[src/rtl/radio_framer_defines.vh]
// Summary of operation
// - Preamble byte alternates, 10101010 if first address bit is 1, else 01010101.
// - Address is three, four or five bytes, shared by transmit and receive.
// - Send preamble, address, 9-bit control, payload, CRC; each field MSB first.
// - Control field is 6-bit length, 2-bit packet identity, 1-bit skip-ack.
// - Length code is the byte count; 0 for empty acks, above 32 don't-care.
// - Dynamic length puts loaded byte count in length field; static ignores it.
// - Packet identity increments per new packet, unchanged on retransmission.
// - Same identity and same CRC as previous packet means duplicate, discarded.
// - Auto-acknowledge is not sent for a packet whose skip-ack flag is high.
// - Skip-ack write with selective ack enabled sets flag, no ack wait.
// - Payload is 0 to 32 bytes, sent exactly as uploaded.
// - CRC is one or two bytes over address, control and payload, not preamble.
// - One-byte CRC uses x^8+x^2+x+1, preset to all ones.
// - Two-byte CRC uses x^16+x^12+x^5+1, preset to all ones.
// - One configuration bit selects CRC length for generation and checking.
// - Packets failing CRC are rejected and never reach the receive buffer; the code still writes their bytes to rx_mem when not full, no data-ready.
// - Receiver scans bit stream for address, captures, checks CRC, stores payload.
// - Static length default; receiver uses static width, transmitter must match.
// - Dynamic length takes received length field, readable through width register.
// - Transmitter takes address from transmit-address register, payload from buffer.
// - Transmitter listens for ack after data; receiver acks valid packet.
// - Validated packet payload goes to receive buffer and raises data-ready flag; the code skips both while the buffer is still full or the length is 0.
`ifndef RADIO_FRAMER_DEFINES_VH
`define RADIO_FRAMER_DEFINES_VH
// ==========================================
// Register offsets
`define REG_CONFIG 8'h00
`define REG_STATIC_WIDTH 8'h04
`define REG_TX_ADDR_LO 8'h08
`define REG_TX_ADDR_HI 8'h0c
`define REG_RX_ADDR_LO 8'h10
`define REG_RX_ADDR_HI 8'h14
`define REG_TX_DATA 8'h18
`define REG_TX_DATA_SKIPACK 8'h1c
`define REG_COMMAND 8'h20
`define REG_STATUS 8'h24
`define REG_RX_WIDTH 8'h28
`define REG_RX_DATA 8'h2c
// ==========================================
// Field positions
`define CFG_CRC2 2
`define CFG_PRIM_RX 3
`define CFG_AUTO_ACK 4
`define CFG_DYN_EN 5
`define CFG_PIPE0_DYN 6
`define CFG_SEL_ACK 7
`define CMD_START 0
`define CMD_FLUSH 1
`define ST_RX_READY 0
`define ST_TX_DONE 1
`define ST_MAX_RETRY 2
// ==========================================
// Reset values and codes
`define CONFIG_RESET 8'h13
`define STATIC_WIDTH_RESET 6'h00
`define ADDR_RESET 40'he7e7e7e7e7
`define PRE_ONE 8'haa
`define PRE_ZERO 8'h55
`define CRC8_POLY 8'h07
`define CRC8_INIT 8'hff
`define CRC16_POLY 16'h1021
`define CRC16_INIT 16'hffff
`define MAX_PAYLOAD 6'h20
// ==========================================
// Timing
`define CLK_MHZ 250
`define ACK_WAIT_US 250
`define ACK_WAIT_CYC (`ACK_WAIT_US * `CLK_MHZ)
`define RETRY_MAX 3
`endif

[src/rtl/radio_packet_link_framer.v]
// Added by the designer: the APB register port and the register addresses.
`timescale 1ns/1ps
`include "radio_framer_defines.vh"
module radio_packet_link_framer #(
  parameter ACK_WAIT_CYCLES = `ACK_WAIT_CYC,
  parameter RETRY_MAX = `RETRY_MAX
) (
  // Clock and reset
  input wire clk_in,
  input wire rst_in,
  // APB slave
  input wire psel_in,
  input wire penable_in,
  input wire pwrite_in,
  input wire [7:0] paddr_in,
  input wire [31:0] pwdata_in,
  output wire [31:0] prdata_out,
  output wire pready_out,
  output wire pslverr_out,
  // Transmit bit stream to modulator
  input wire tx_ready_in,
  output wire tx_bit_out,
  output wire tx_strobe_out,
  // Receive bit stream from demodulator
  input wire rx_valid_in,
  input wire rx_bit_in,
  output wire rx_listen_out
);
  localparam ST_IDLE = 3'b001;
  localparam ST_SEND = 3'b010;
  localparam ST_WAIT = 3'b100;
  localparam F_PRE = 5'b00001;
  localparam F_ADR = 5'b00010;
  localparam F_CTL = 5'b00100;
  localparam F_PAY = 5'b01000;
  localparam F_CRC = 5'b10000;
  localparam R_HUNT = 4'b0001;
  localparam R_CTL = 4'b0010;
  localparam R_PAY = 4'b0100;
  localparam R_CRC = 4'b1000;

  // ==========================================
  // CRC helpers
  function [15:0] crc_step;
    input [15:0] c;
    input b;
    input wide;
    reg fb;
    begin
      if (wide) begin
        fb = b ^ c[15];
        crc_step = {c[14:0], 1'b0} ^ (fb ? `CRC16_POLY : 16'h0000);
      end else begin
        fb = b ^ c[7];
        crc_step = {8'h00, c[6:0], 1'b0} ^ {8'h00, (fb ? `CRC8_POLY : 8'h00)};
      end
    end
  endfunction

  function [15:0] crc_init;
    input wide;
    begin
      crc_init = wide ? `CRC16_INIT : {8'h00, `CRC8_INIT};
    end
  endfunction

  // Address bits preloaded in one go since the receiver only learns of them at match
  function [15:0] crc_addr;
    input [39:0] a;
    input [5:0] n;
    input wide;
    integer i;
    reg [15:0] c;
    begin
      c = crc_init(wide);
      for (i = 39; i >= 0; i = i - 1) begin
        if (i < n)
          c = crc_step(c, a[i], wide);
      end
      crc_addr = c;
    end
  endfunction

  // ==========================================
  // State
  reg [7:0] cfg_q;
  reg [5:0] swidth_q;
  reg [39:0] txa_q;
  reg [39:0] rxa_q;
  reg [7:0] tx_mem [0:31];
  reg [7:0] rx_mem [0:31];
  reg [5:0] tx_cnt_q;
  reg tx_skip_q;
  reg [1:0] pid_q;
  reg [2:0] st_q;
  reg [4:0] fld_q;
  reg [8:0] bit_q;
  reg [15:0] crc_q;
  reg is_ack_q;
  reg [1:0] ack_pid_q;
  reg ack_req_q;
  reg [7:0] retry_q;
  reg [31:0] wait_q;
  reg tx_bit_q;
  reg tx_stb_q;
  reg [39:0] rsh_q;
  reg [3:0] rph_q;
  reg [8:0] rcnt_q;
  reg [8:0] rctl_q;
  reg [5:0] rlen_q;
  reg [15:0] rcrc_q;
  reg [15:0] rgot_q;
  reg [7:0] rbyte_q;
  reg have_prev_q;
  reg [1:0] prev_pid_q;
  reg [15:0] prev_crc_q;
  reg rx_full_q;
  reg [5:0] rx_width_q;
  reg [5:0] rd_ptr_q;
  reg rx_data_ready_irq_q;
  reg tx_ds_q;
  reg max_q;
  reg [31:0] prdata_q;
  reg pready_q;
  reg pslverr_q;

  // ==========================================
  // Configuration decode
  wire crc2 = cfg_q[`CFG_CRC2];
  wire prim_rx = cfg_q[`CFG_PRIM_RX];
  wire dyn = cfg_q[`CFG_DYN_EN] & cfg_q[`CFG_PIPE0_DYN];
  wire [2:0] aw_bytes = (cfg_q[1:0] == 2'b10) ? 3'd4 : ((cfg_q[1:0] == 2'b11) ? 3'd5 : 3'd3);
  wire [5:0] abits = {aw_bytes, 3'b000};
  wire [8:0] crc_bits = crc2 ? 9'd16 : 9'd8;

  // ==========================================
  // Transmit serializer
  wire [5:0] tx_len = is_ack_q ? 6'd0 : tx_cnt_q;
  wire skip_flag = ~is_ack_q & tx_skip_q & cfg_q[`CFG_SEL_ACK];
  wire [8:0] ctrl9 = {(dyn ? tx_len : 6'd0), (is_ack_q ? ack_pid_q : pid_q), skip_flag};
  wire [5:0] aidx = abits - 6'd1 - bit_q[5:0];
  wire [5:0] apre = abits - 6'd1;
  wire [7:0] preamble = txa_q[apre] ? `PRE_ONE : `PRE_ZERO;
  wire [7:0] pay_byte = tx_mem[bit_q[7:3]];
  wire [3:0] cidx = crc_bits[3:0] - 4'd1 - bit_q[3:0];
  reg cur_bit;
  reg [8:0] fld_len;
  always @* begin
    cur_bit = 1'b0;
    fld_len = 9'd8;
    case (fld_q)
      F_PRE: begin
        cur_bit = preamble[3'd7 - bit_q[2:0]];
      end
      F_ADR: begin
        cur_bit = txa_q[aidx];
        fld_len = {3'b000, abits};
      end
      F_CTL: begin
        cur_bit = ctrl9[4'd8 - bit_q[3:0]];
        fld_len = 9'd9;
      end
      F_PAY: begin
        cur_bit = pay_byte[3'd7 - bit_q[2:0]];
        fld_len = {tx_len, 3'b000};
      end
      F_CRC: begin
        cur_bit = crc_q[cidx];
        fld_len = crc_bits;
      end
      default: begin
        cur_bit = 1'b0;
      end
    endcase
  end
  wire fld_last = (bit_q == fld_len - 9'd1);

  // ==========================================
  // Receive deframer
  wire listen = (st_q == ST_IDLE && prim_rx) || st_q == ST_WAIT;
  wire [39:0] rsh_n = {rsh_q[38:0], rx_bit_in};
  wire [39:0] amask = ~(40'hffffffffff << abits);
  wire addr_hit = ((rsh_n ^ rxa_q) & amask) == 40'h0000000000;
  wire [8:0] rctl_n = {rctl_q[7:0], rx_bit_in};
  wire [5:0] rlen_sel = dyn ? rctl_n[8:3] : swidth_q;
  wire [15:0] rgot_n = {rgot_q[14:0], rx_bit_in};
  wire [15:0] rcrc_n = crc_step(rcrc_q, rx_bit_in, crc2);
  wire rx_end = rph_q == R_CRC && rx_valid_in && rcnt_q == crc_bits - 9'd1;
  wire good = rx_end && rgot_n == rcrc_q;
  wire dup = have_prev_q && rctl_q[2:1] == prev_pid_q && rcrc_q == prev_crc_q;
  wire full_drop = rx_full_q && rlen_q != 6'd0;
  wire deliver = good && !dup && !rx_full_q && rlen_q != 6'd0;

  // ==========================================
  // APB decode
  wire access = psel_in & penable_in & ~pready_q;
  wire fire = psel_in & penable_in & pready_q;
  wire wr = fire & pwrite_in;
  wire rd = fire & ~pwrite_in;
  wire is_txd = paddr_in == `REG_TX_DATA || paddr_in == `REG_TX_DATA_SKIPACK;
  reg [31:0] rmux;
  reg mapped;
  always @* begin
    rmux = 32'h00000000;
    mapped = 1'b1;
    case (paddr_in)
      `REG_CONFIG: rmux = {24'h000000, cfg_q};
      `REG_STATIC_WIDTH: rmux = {26'h0000000, swidth_q};
      `REG_TX_ADDR_LO: rmux = txa_q[31:0];
      `REG_TX_ADDR_HI: rmux = {24'h000000, txa_q[39:32]};
      `REG_RX_ADDR_LO: rmux = rxa_q[31:0];
      `REG_RX_ADDR_HI: rmux = {24'h000000, rxa_q[39:32]};
      `REG_TX_DATA: rmux = 32'h00000000;
      `REG_TX_DATA_SKIPACK: rmux = 32'h00000000;
      `REG_COMMAND: rmux = 32'h00000000;
      `REG_STATUS: rmux = {19'h00000, tx_cnt_q, rx_full_q, pid_q, (st_q != ST_IDLE), max_q, tx_ds_q, rx_data_ready_irq_q};
      `REG_RX_WIDTH: rmux = {26'h0000000, rx_width_q};
      `REG_RX_DATA: rmux = {24'h000000, rx_mem[rd_ptr_q[4:0]]};
      default: mapped = 1'b0;
    endcase
  end
  wire stat_wr = wr && paddr_in == `REG_STATUS;
  wire start_cmd = wr && paddr_in == `REG_COMMAND && pwdata_in[`CMD_START];
  wire flush_cmd = wr && paddr_in == `REG_COMMAND && pwdata_in[`CMD_FLUSH];
  reg tx_done_set;
  reg max_set;
  always @* begin
    tx_done_set = 1'b0;
    max_set = 1'b0;
    if (st_q == ST_SEND && tx_ready_in && fld_q == F_CRC && fld_last && !is_ack_q && skip_flag)
      tx_done_set = 1'b1;
    if (st_q == ST_WAIT && good)
      tx_done_set = 1'b1;
    if (st_q == ST_WAIT && !good && wait_q == ACK_WAIT_CYCLES - 1 && retry_q >= RETRY_MAX)
      max_set = 1'b1;
  end

  // ==========================================
  // Sequential logic
  always @(posedge clk_in) begin
    if (rst_in) begin
      cfg_q <= `CONFIG_RESET;
      swidth_q <= `STATIC_WIDTH_RESET;
      txa_q <= `ADDR_RESET;
      rxa_q <= `ADDR_RESET;
      tx_cnt_q <= 6'd0;
      tx_skip_q <= 1'b0;
      pid_q <= 2'd0;
      st_q <= ST_IDLE;
      fld_q <= F_PRE;
      bit_q <= 9'd0;
      crc_q <= 16'h0000;
      is_ack_q <= 1'b0;
      ack_pid_q <= 2'd0;
      ack_req_q <= 1'b0;
      retry_q <= 8'h00;
      wait_q <= 32'h00000000;
      tx_bit_q <= 1'b0;
      tx_stb_q <= 1'b0;
      rsh_q <= 40'h0000000000;
      rph_q <= R_HUNT;
      rcnt_q <= 9'd0;
      rctl_q <= 9'd0;
      rlen_q <= 6'd0;
      rcrc_q <= 16'h0000;
      rgot_q <= 16'h0000;
      rbyte_q <= 8'h00;
      have_prev_q <= 1'b0;
      prev_pid_q <= 2'd0;
      prev_crc_q <= 16'h0000;
      rx_full_q <= 1'b0;
      rx_width_q <= 6'd0;
      rd_ptr_q <= 6'd0;
      rx_data_ready_irq_q <= 1'b0;
      tx_ds_q <= 1'b0;
      max_q <= 1'b0;
      prdata_q <= 32'h00000000;
      pready_q <= 1'b0;
      pslverr_q <= 1'b0;
    end else begin
      // One wait state so read data leaves from a flop
      pready_q <= access;
      // Error flag pulses with pready only, never lingers into later cycles
      pslverr_q <= access & ~mapped;
      if (access) begin
        prdata_q <= rmux;
      end
      if (wr) begin
        case (paddr_in)
          `REG_CONFIG: cfg_q <= pwdata_in[7:0];
          `REG_STATIC_WIDTH: swidth_q <= pwdata_in[5:0];
          `REG_TX_ADDR_LO: txa_q[31:0] <= pwdata_in;
          `REG_TX_ADDR_HI: txa_q[39:32] <= pwdata_in[7:0];
          `REG_RX_ADDR_LO: rxa_q[31:0] <= pwdata_in;
          `REG_RX_ADDR_HI: rxa_q[39:32] <= pwdata_in[7:0];
          default: begin
          end
        endcase
      end
      // Payload loads refused while a packet is in flight or buffer is full
      if (wr && is_txd && st_q == ST_IDLE && tx_cnt_q < `MAX_PAYLOAD) begin
        tx_mem[tx_cnt_q[4:0]] <= pwdata_in[7:0];
        tx_cnt_q <= tx_cnt_q + 6'd1;
        tx_skip_q <= ((tx_cnt_q == 6'd0) ? 1'b0 : tx_skip_q) | (paddr_in == `REG_TX_DATA_SKIPACK);
      end
      if (flush_cmd && st_q == ST_IDLE)
        tx_cnt_q <= 6'd0;
      // Sticky flags: hardware set wins over software clear
      rx_data_ready_irq_q <= deliver | (rx_data_ready_irq_q & ~(stat_wr & pwdata_in[`ST_RX_READY]));
      tx_ds_q <= tx_done_set | (tx_ds_q & ~(stat_wr & pwdata_in[`ST_TX_DONE]));
      max_q <= max_set | (max_q & ~(stat_wr & pwdata_in[`ST_MAX_RETRY]));
      if (rd && paddr_in == `REG_RX_DATA && rx_full_q) begin
        rd_ptr_q <= rd_ptr_q + 6'd1;
        if (rd_ptr_q == rx_width_q - 6'd1)
          rx_full_q <= 1'b0;
      end

      // Transmit engine
      tx_stb_q <= 1'b0;
      case (st_q)
        ST_IDLE: begin
          if (ack_req_q) begin
            ack_req_q <= 1'b0;
            is_ack_q <= 1'b1;
            st_q <= ST_SEND;
            fld_q <= F_PRE;
            bit_q <= 9'd0;
            crc_q <= crc_init(crc2);
          end else if (start_cmd && !prim_rx && tx_cnt_q != 6'd0) begin
            is_ack_q <= 1'b0;
            pid_q <= pid_q + 2'd1;
            retry_q <= 8'h00;
            st_q <= ST_SEND;
            fld_q <= F_PRE;
            bit_q <= 9'd0;
            crc_q <= crc_init(crc2);
          end
        end
        ST_SEND: begin
          if (tx_ready_in) begin
            tx_bit_q <= cur_bit;
            tx_stb_q <= 1'b1;
            if (fld_q == F_ADR || fld_q == F_CTL || fld_q == F_PAY)
              crc_q <= crc_step(crc_q, cur_bit, crc2);
            if (!fld_last) begin
              bit_q <= bit_q + 9'd1;
            end else begin
              bit_q <= 9'd0;
              case (fld_q)
                F_PRE: fld_q <= F_ADR;
                F_ADR: fld_q <= F_CTL;
                F_CTL: fld_q <= (tx_len == 6'd0) ? F_CRC : F_PAY;
                F_PAY: fld_q <= F_CRC;
                default: begin
                  if (is_ack_q) begin
                    st_q <= ST_IDLE;
                  end else if (skip_flag) begin
                    st_q <= ST_IDLE;
                    tx_cnt_q <= 6'd0;
                  end else begin
                    st_q <= ST_WAIT;
                    wait_q <= 32'h00000000;
                  end
                end
              endcase
            end
          end
        end
        ST_WAIT: begin
          wait_q <= wait_q + 32'h00000001;
          if (good) begin
            st_q <= ST_IDLE;
            tx_cnt_q <= 6'd0;
          end else if (wait_q == ACK_WAIT_CYCLES - 1) begin
            if (retry_q < RETRY_MAX) begin
              // Retransmission keeps the identity
              retry_q <= retry_q + 8'h01;
              st_q <= ST_SEND;
              fld_q <= F_PRE;
              bit_q <= 9'd0;
              crc_q <= crc_init(crc2);
            end else begin
              st_q <= ST_IDLE;
              tx_cnt_q <= 6'd0;
            end
          end
        end
        default: st_q <= ST_IDLE;
      endcase

      // Receive engine; capture aborts if listening stops
      if (rx_valid_in)
        rsh_q <= rsh_n;
      if (!listen) begin
        rph_q <= R_HUNT;
      end else if (rx_valid_in) begin
        rcnt_q <= rcnt_q + 9'd1;
        case (rph_q)
          R_HUNT: begin
            if (addr_hit) begin
              rph_q <= R_CTL;
              rcnt_q <= 9'd0;
              rcrc_q <= crc_addr(rxa_q, abits, crc2);
            end
          end
          R_CTL: begin
            rctl_q <= rctl_n;
            rcrc_q <= rcrc_n;
            if (rcnt_q == 9'd8) begin
              rcnt_q <= 9'd0;
              rlen_q <= rlen_sel;
              rgot_q <= 16'h0000;
              if (rlen_sel > `MAX_PAYLOAD)
                rph_q <= R_HUNT;
              else
                rph_q <= (rlen_sel == 6'd0) ? R_CRC : R_PAY;
            end
          end
          R_PAY: begin
            rcrc_q <= rcrc_n;
            rbyte_q <= {rbyte_q[6:0], rx_bit_in};
            if (rcnt_q[2:0] == 3'd7 && !rx_full_q)
              rx_mem[rcnt_q[7:3]] <= {rbyte_q[6:0], rx_bit_in};
            if (rcnt_q == {rlen_q, 3'b000} - 9'd1) begin
              rcnt_q <= 9'd0;
              rph_q <= R_CRC;
            end
          end
          R_CRC: begin
            rgot_q <= rgot_n;
            if (rx_end)
              rph_q <= R_HUNT;
          end
          default: rph_q <= R_HUNT;
        endcase
      end
      if (good) begin
        have_prev_q <= 1'b1;
        prev_pid_q <= rctl_q[2:1];
        prev_crc_q <= rcrc_q;
        if (st_q == ST_IDLE && cfg_q[`CFG_AUTO_ACK] && !rctl_q[0] && !(full_drop && !dup)) begin
          ack_req_q <= 1'b1;
          ack_pid_q <= rctl_q[2:1];
        end
      end
      if (deliver) begin
        rx_full_q <= 1'b1;
        rx_width_q <= rlen_q;
        rd_ptr_q <= 6'd0;
      end
    end
  end

  // ==========================================
  // Outputs
  assign prdata_out = prdata_q;
  assign pready_out = pready_q;
  assign pslverr_out = pslverr_q;
  assign tx_bit_out = tx_bit_q;
  assign tx_strobe_out = tx_stb_q;
  assign rx_listen_out = listen;
endmodule

[config.mk]
export PLATFORM = sky130hd
export DESIGN_NAME = radio_packet_link_framer
export DESIGN_NICKNAME = d
export VERILOG_FILES = /design/src/rtl/radio_packet_link_framer.v
export VERILOG_INCLUDE_DIRS = /design/src /design/src/rtl
export SDC_FILE = /design/constraint.sdc
export NUM_CORES = 2
export LEC_CHECK = 0
export BUFFER_PORTS_ARGS = -buffer_cell sky130_fd_sc_hd__buf_2
export CORE_ASPECT_RATIO = 0.6
export CORE_MARGIN = 2
export CORE_UTILIZATION = 50
export CTS_CLUSTER_DIAMETER = 60
export CTS_CLUSTER_SIZE = 8
export DETAILED_ROUTE_END_ITERATION = 8
export PLACE_DENSITY_LB_ADDON = 0.12
export SLEW_MARGIN = 10
export SYNTH_ARGS = -nofsm -noshare
export SYNTH_HDL_FRONTEND = slang
export SYNTH_SLANG_ARGS = --single-unit
export TNS_END_PERCENT = 1
[constraint.sdc]
create_clock -name clk_in -period 7.9 [get_ports clk_in]
set_input_delay 0.395 -clock clk_in [delete_from_list [all_inputs] [get_ports clk_in]]
set_output_delay 0.395 -clock clk_in [all_outputs]
set_load 0.005 [all_outputs]
Word level (Yosys, flattened, before mapping)
Memory sizes are Yosys's and may differ from the RTL's. A register that Yosys moved wholly into a read port is not among the register bits.
Cells that the tools add are included.
{"block": "totals", "mem_bits_rw": 512, "n_memories": 2, "out_inout_bits": 37, "elab_cells": 942, "rom_bits": 0, "register_bits": 355, "inputBits": 48, "latchBits": 0}
{"memory": "rx_mem", "depth": 32, "word_bits": 8, "rd": 1, "rd_ports_with_merged_regs": 1, "wr": 1, "line": "radio_packet_link_framer.v:91", "text": "reg [7:0] rx_mem [0:31];"}
{"memory": "tx_mem", "depth": 32, "word_bits": 8, "rd": 1, "rd_ports_with_merged_regs": 1, "wr": 1, "line": "radio_packet_link_framer.v:90", "text": "reg [7:0] tx_mem [0:31];"}
{"block": "classes", "div": 0, "n_lt_le_gt_ge": 49, "bitwise_logic": 200, "mul": 0, "addsub": 17, "n_eq_ne": 54, "reduce_logical": 92, "mux": 487, "n_shift": 1}
{"operator": "2-to-1 mux 16 bit", "count": 286}
{"operator": "bitwise XOR 16 x 13 -> 16 bit", "count": 42}
{"operator": "2-to-1 mux 13 bit", "count": 42}
{"operator": "bitwise XOR 8 x 3 -> 8 bit", "count": 42}
{"operator": "one-hot mux 32 bit (9 select lines)", "count": 1}
{"operator": "2-to-1 mux 32 bit", "count": 5}
{"operator": "2-to-1 mux 3 bit", "count": 53}
{"operator": "< comparator 5 x 6 -> 1 bit (first input constant)", "count": 16}
{"operator": "2-to-1 mux 9 bit", "count": 10}
{"operator": "bitwise XOR 1 bit", "count": 84}
{"operator": "2-to-1 mux 6 bit", "count": 13}
{"operator": "2-to-1 mux 5 bit", "count": 13}
{"operator": "one-hot mux 32 bit (2 select lines)", "count": 1}
{"operator": "one-hot mux 9 bit (3 select lines)", "count": 2}
{"operator": "< comparator 4 x 6 -> 1 bit (first input constant)", "count": 8}
{"operator": "< comparator 6 bit (first input constant)", "count": 8}
{"operator": "2-to-1 mux 8 bit", "count": 6}
{"operator": "one-hot mux 16 bit (3 select lines)", "count": 1}
{"operator": "bitwise AND 40 bit", "count": 1}
{"operator": "zero test 40 bit", "count": 1}
{"operator": "inverter 40 bit", "count": 1}
{"operator": "<< shifter 40 x 6 -> 40 bit (first input constant)", "count": 1}
{"operator": "bitwise XOR 40 bit", "count": 1}
{"operator": "logical AND 1 bit", "count": 36}
{"operator": "88 further kinds", "count": 226}

Logic depth before layout (Yosys ltp)
{"block": "depth", "word_depth": 399, "depth_mapped": 25, "mapped_depth_nobuf": 20}

Worst setup path after synthesis
Ideal clock, no wire load.
{"block": "synth_path", "path_kind": "register -> register", "startpoint": "reg rxa_q[37]", "endpoint": "reg rcrc_q[2]", "period_less_slack_ps": 5630, "path_buffers": 2, "path_stages_with_launch": 23, "setup_time_ps": 74, "path_slack_ps": 2270, "t_required_ps": 7826, "arrival_time_ps": 5556, "path_cell_list": "dfxtp_1 buf_4 inv_1 ha_1 clkbuf_1 and3_1 xor3_1 o211ai_2 nand4_1 a211o_1 a21o_1 a211o_1 a21oi_2 xnor3_1 xnor3_1 mux2i_4 xnor2_2 xnor3_1 xor2_1 nor2_2 or3_1 a2111o_1 a31oi_1"}
{"block": "synth_between", "elab_chain_len": 321, "word_cells_on_any_way": 482, "classes_between": "eq/ne: 1; mux: 332; bitwise: 147; reduce/logical: 2"}
{"item": "from (decl)", "line": "radio_packet_link_framer.v:89", "text": "reg [39:0] rxa_q;"}
{"item": "from (signal assigned)", "line": "radio_packet_link_framer.v:245", "text": "rxa_q <= `ADDR_RESET;"}
{"item": "from (signal assigned)", "line": "radio_packet_link_framer.v:295", "text": "`REG_RX_ADDR_HI: rxa_q[39:32] <= pwdata_in[7:0];"}
{"item": "bitwise XOR 1 bit", "line": "radio_packet_link_framer.v:51", "text": "fb = b ^ c[15];"}
{"item": "2-to-1 mux 13 bit", "line": "radio_packet_link_framer.v:52", "text": "crc_step = {c[14:0], 1'b0} ^ (fb ? `CRC16_POLY : 16'h0000);"}
{"item": "bitwise XOR 16 x 13 -> 16 bit", "line": "radio_packet_link_framer.v:52"}
{"item": "2-to-1 mux 16 bit", "line": "radio_packet_link_framer.v:50", "text": "if (wide) begin"}
{"item": "2-to-1 mux 16 bit", "line": "radio_packet_link_framer.v:77", "text": "if (i < n)"}
{"item": "2-to-1 mux 16 bit", "line": "radio_packet_link_framer.v:400", "text": "if (addr_hit) begin"}
{"item": "2-to-1 mux 16 bit", "line": "radio_packet_link_framer.v:398", "text": "case (rph_q)"}
{"item": "2-to-1 mux 16 bit", "line": "radio_packet_link_framer.v:396", "text": "end else if (rx_valid_in) begin"}
{"item": "[... 305 more ...]"}
{"item": "2-to-1 mux 16 bit (on tied branches)", "line": "radio_packet_link_framer.v:396, radio_packet_link_framer.v:241"}
{"item": "2-to-1 mux 16 bit or bitwise XOR 1 bit (tied branches)", "line": "radio_packet_link_framer.v:394, radio_packet_link_framer.v:54"}
{"item": "2-to-1 mux 16 bit or 2-to-1 mux 3 bit (tied branches)", "line": "radio_packet_link_framer.v:241, radio_packet_link_framer.v:55"}
{"item": "bitwise XOR 8 x 3 -> 8 bit or bitwise XOR 16 x 13 -> 16 bit (tied branches)", "line": "radio_packet_link_framer.v:55, radio_packet_link_framer.v:52"}
{"item": "2-to-1 mux 16 bit", "line": "radio_packet_link_framer.v:50"}
{"item": "2-to-1 mux 16 bit", "line": "radio_packet_link_framer.v:77"}
{"item": "2-to-1 mux 16 bit", "line": "radio_packet_link_framer.v:400"}
{"item": "one-hot mux 16 bit (2 select lines)", "line": "radio_packet_link_framer.v:398"}
{"item": "to (signal assigned)", "line": "radio_packet_link_framer.v:403", "text": "rcrc_q <= crc_addr(rxa_q, abits, crc2);"}
{"item": "to (signal assigned)", "line": "radio_packet_link_framer.v:408", "text": "rcrc_q <= rcrc_n;"}
{"item": "to (signal assigned)", "line": "radio_packet_link_framer.v:420", "text": "rcrc_q <= rcrc_n;"}
{"item": "to (decl)", "line": "radio_packet_link_framer.v:111", "text": "reg [15:0] rcrc_q;"}
Parallel ways exist; a longest one is shown, timed or not. The select of a mux whose other input is x is not followed.
A chain may end at the register's enable or synchronous reset.

Worst setup path in the final report
{"block": "layout_path", "startpoint": "reg cfg_q[1]", "endpoint": "reg rcrc_q[2]"}
{"block": "layout_between", "elab_chain_len": 339, "word_cells_on_any_way": 556, "classes_between": "order compare: 40; eq/ne: 3; shift: 1; mux: 354; bitwise: 156; reduce/logical: 2"}
{"item": "from (decl)", "line": "radio_packet_link_framer.v:86", "text": "reg [7:0] cfg_q;"}
{"item": "from (signal assigned)", "line": "radio_packet_link_framer.v:242", "text": "cfg_q <= `CONFIG_RESET;"}
{"item": "from (signal assigned)", "line": "radio_packet_link_framer.v:290", "text": "`REG_CONFIG: cfg_q <= pwdata_in[7:0];"}
{"item": "== test 2 bit", "line": "radio_packet_link_framer.v:132", "text": "wire [2:0] aw_bytes = (cfg_q[1:0] == 2'b10) ? 3'd4 : ((cfg_q[1:0] == 2'b11) ? 3'd5 : 3'd3);"}
{"item": "2-to-1 mux 3 bit", "line": "radio_packet_link_framer.v:132"}
{"item": "2-to-1 mux 3 bit *", "line": "radio_packet_link_framer.v:132"}
{"item": "< comparator 6 bit", "line": "radio_packet_link_framer.v:77"}
{"item": "2-to-1 mux 16 bit", "line": "radio_packet_link_framer.v:77"}
{"item": "2-to-1 mux 16 bit", "line": "radio_packet_link_framer.v:400"}
{"item": "2-to-1 mux 16 bit", "line": "radio_packet_link_framer.v:398"}
{"item": "2-to-1 mux 16 bit", "line": "radio_packet_link_framer.v:396"}
{"item": "[... 323 more ...]"}
{"item": "2-to-1 mux 16 bit (on tied branches)", "line": "radio_packet_link_framer.v:396, radio_packet_link_framer.v:241"}
{"item": "2-to-1 mux 16 bit or bitwise XOR 1 bit (tied branches)", "line": "radio_packet_link_framer.v:394, radio_packet_link_framer.v:54"}
{"item": "2-to-1 mux 16 bit or 2-to-1 mux 3 bit (tied branches)", "line": "radio_packet_link_framer.v:241, radio_packet_link_framer.v:55"}
{"item": "bitwise XOR 8 x 3 -> 8 bit or bitwise XOR 16 x 13 -> 16 bit (tied branches)", "line": "radio_packet_link_framer.v:55, radio_packet_link_framer.v:52"}
{"item": "2-to-1 mux 16 bit", "line": "radio_packet_link_framer.v:50"}
{"item": "2-to-1 mux 16 bit", "line": "radio_packet_link_framer.v:77"}
{"item": "2-to-1 mux 16 bit", "line": "radio_packet_link_framer.v:400"}
{"item": "one-hot mux 16 bit (2 select lines)", "line": "radio_packet_link_framer.v:398"}
Every way passes the cells marked *; elsewhere a longest branch is shown, timed or not. The select of a mux whose other input is x is not followed.

==> impl_metrics.csv <==
group,metric,value,unit
global_routing,grtUsageTotal,0.280,
pwr,switchingPower,2.42,mW
global_routing,antenna_found_initial,1,
yosys,syn_avg_cell_area,12.0,µm²
yosys,synthCells,3557,
drt,route.detailed.drc,0,
min_path,hold_class,"in -> reg",
yosys,netlist_area,0.0426,mm²
timing,holdWs,0.0661,ns
drt,viasPerCell,6.29,
die,std_cell_rows,82,
drt,dr.pass1.iters,6,
cts,clk_path_buf_depth,3,
pwr,total_power,10.3,mW
worst_setup_path,cp-start-kind,"register",
timing,rsz0062_at_grt,"false",
worst_setup_path,arrival,7.45,ns
cts,cts.clk_slew.worst_paths,0.05,ns
drt,ant_nets,0,
yosys,synth-seq-cells,877,
cts,cts_buffers,121,
timing,slew_headroom,0.141,
timing,slew_viol_final,0,
pwr,ir_worst_vdd,0.206,mV
placed_design,dpl-instance-area,0.0437,mm²
finish,drive_above_1_share,0.142,
drt,wl_per_cell,25.7,µm
drt,via_count,30100,
status,outcome,"complete, no violations",
finish,regArea,0.0227,mm²
die,ios,85,
die,die_y,230,µm
pwr,clkPwrFrac,0.463,
timing,fin_crit_sh,0.865,
placed_design,dpl_worst_slack,1.25,ns
worst_setup_path,cp-end-kind,"register",
finish,utilization,0.565,
finish,insertedDiodeCount,0,
die,start_util,0.507,
finish,area.growth.synth_to_final,11.4,%
timing,max_freq,146,MHz
timing,tns,0,ns
pwr,p_per_area,218,mW/mm²
cts,cts_root_buffer,"clkbuf_16",
finish,multi_input_area,0.0186,mm²
cts,worstSkewPairLatency,0.75,ns
yosys,synthFlopType,"edfxtp_1",
finish,final_cell_mix,"edfxtp_1, nand2_1, nor2_1",
worst_setup_path,required,8.52,ns
finish,stdcell_count,4788,
global_routing,grt_pass1_wl,185000,µm
placed_design,io_buffers,84,
pwr,p_sw_frac,0.234,
cts,post-cts-setup-buffer-count,0,
worst_setup_path,critical_path_class,"reg -> reg",
timing,setup_violations,0,
yosys,synth.net_count,3625,
global_routing,grt_start_max_net_pins,78,
finish,nNetsFinal,3654,
yosys,synth_edf_count,512,
flow_run,maxCapViolCount,0,
drt,drtIter0Drc,3677,
placed_design,dp_cells,4573,
timing,tightestPinTransition,1.28,ns
yosys,seq_area_frac_synth,0.533,
pwr,power_leakage,16.8,nW
placed_design,post-dp-hpwl,84200,µm
yosys,async_reset_ff_frac,0,
timing,min_period,6.84,ns
worst_setup_path,path_max_fanout,27,
timing,hold_violations,0,
timing,worst_slack,1.06,ns
finish,finish.instance_area,0.0474,mm²
global_routing,grt_pass1_vias,28400,
cts,cts_sinks,877,
yosys,yosys_warnings,0,
timing,skew,0.0638,ns
pwr,combPwrFrac,0.063,
drt,totalWireLength,123000,µm
die,die_w,381,µm
yosys,synth_cell_types,108,
die,dieArea,0.0876,mm²
cts,cts_tree,"done",
placed_design,gp_congestion,0.965,
pwr,power_frac_seq,0.474,
cts,htree_levels,3,
pwr,intPower,7.93,mW
finish,fillCellCount,6895,
die,fp.coreArea,0.0839,mm²
finish,final_common_cell,"edfxtp_1",
global_routing,overflow,0,
[worst max-delay path, stage by stage, from the launching register on]
cell and delay [ns]:
dfxtp_2 0.69, and2_1 0.52, inv_4 0.20, o21ai_0 0.48, and2_1 0.33, xor2_1 0.24
xnor3_1 0.49, mux2i_1 0.15, a311oi_1 0.39, a22o_1 0.19, nand4_1 0.24, xor2_2 0.32
xnor3_1 0.46, mux2_4 0.31, xnor2_4 0.20, xnor3_1 0.48, xnor2_1 0.16, or3_1 0.35
a2111o_1 0.36, a31oi_1 0.16
[layout make-up]
| cell class | count | area share |
|---|---|---|
| sequential | 877 | 0.479 |
| multi-input combinational | 2391 | 0.393 |
| clock buffer | 181 | 0.0690 |
| tap | 1134 | 0.0299 |
| timing repair buffer | 159 | 0.0221 |
| clock inverter | 10 | 0.00459 |
| inverter | 36 | 0.00290 |
[power groups by stage]
stage                     registers, mW  logic (mW)  clock network [mW]
final                              4.91       0.647                4.79
after global routing               4.91       0.697                5.07
after CTS                          4.90       0.641                4.87
after detailed placement           4.99       0.628                   0
after global placement             4.99       0.618                   0
after floorplan                    4.98       0.437                   0
[layer usage]
metal / track usage / part of all wire / up-vias
met5: 0 / 0.000081 / -
met4: 0.0505 / 0.015 / 2
met3: 0.0592 / 0.096 / 142
met2: 0.379 / 0.41 / 1431
met1: 0.459 / 0.48 / 15300
li1: - / - / 13300
[timing repair]
action / in CTS / in global routing
gates resized for setup: 0 / 0
hold buffers: 24 / 0
endpoints found under the hold margin: 48 / 0
[logic make-up after synthesis]
kind of cell	share of synthesized area
AO/OA/AOI/OAI	0.0758
adder cells (fa/ha/maj)	0.00588
multiplexers	0.130
XOR/XNOR	0.0905
AND/OR/NAND/NOR	0.135
flip-flops	0.533
buffers and inverters	0.0300
[registers in the layout, summed over array words and instances (netlist names), 4 cells and up, named ones only]
name and count:
tx_mem 256, swidth_q 6, rcnt_q 9, retry_q 8
rd_ptr_q 6, rph_q 4, cfg_q 8, rx_width_q 6
rx_mem 256, prdata_out 32, rgot_q 15, tx_cnt_q 6
rlen_q 6, rxa_q 40, bit_q 9, rcrc_q 16
txa_q 40, wait_q 32, fld_q 5, rsh_q 39
rbyte_q 7, prev_crc_q 16, crc_q 16, rctl_q 8
[cell usage after synthesis (19+ instances only)]
cell,number,area (µm²)
dfxtp_1,365,7310
mux4_2,183,4120
nor3_1,95,475
o211ai_1,24,180
nor4_1,30,188
a31oi_1,19,119
o21ai_0,46,230
nand3_1,140,701
xnor2_1,192,1680
a221oi_1,32,280
a211oi_1,20,150
nand2_1,361,1360
nand4_1,48,300
buf_2,22,110
buf_1,41,154
ha_1,20,250
inv_1,31,116
a21oi_1,128,641
nor2_1,361,1360
xor2_1,125,1090
nand3b_1,19,143
xnor3_1,31,698
edfxtp_1,512,15400
a22oi_1,23,173
or3_1,27,169
and3_1,26,163
clkbuf_1,160,601
mux2i_1,126,1260
[worst paths after layout]
path                    start  slack, ns  depth (start not counted)         end
hold reg to reg     rctl_q[7]       0.47                          2   rctl_q[7]
hold / removal    tx_ready_in       0.07                          3  tx_bit_out
setup reg to reg     cfg_q[1]       1.06                         19   rcrc_q[2]
setup / recovery     cfg_q[1]       1.06                         19   rcrc_q[2]
Power figures use the tool's default switching activity.
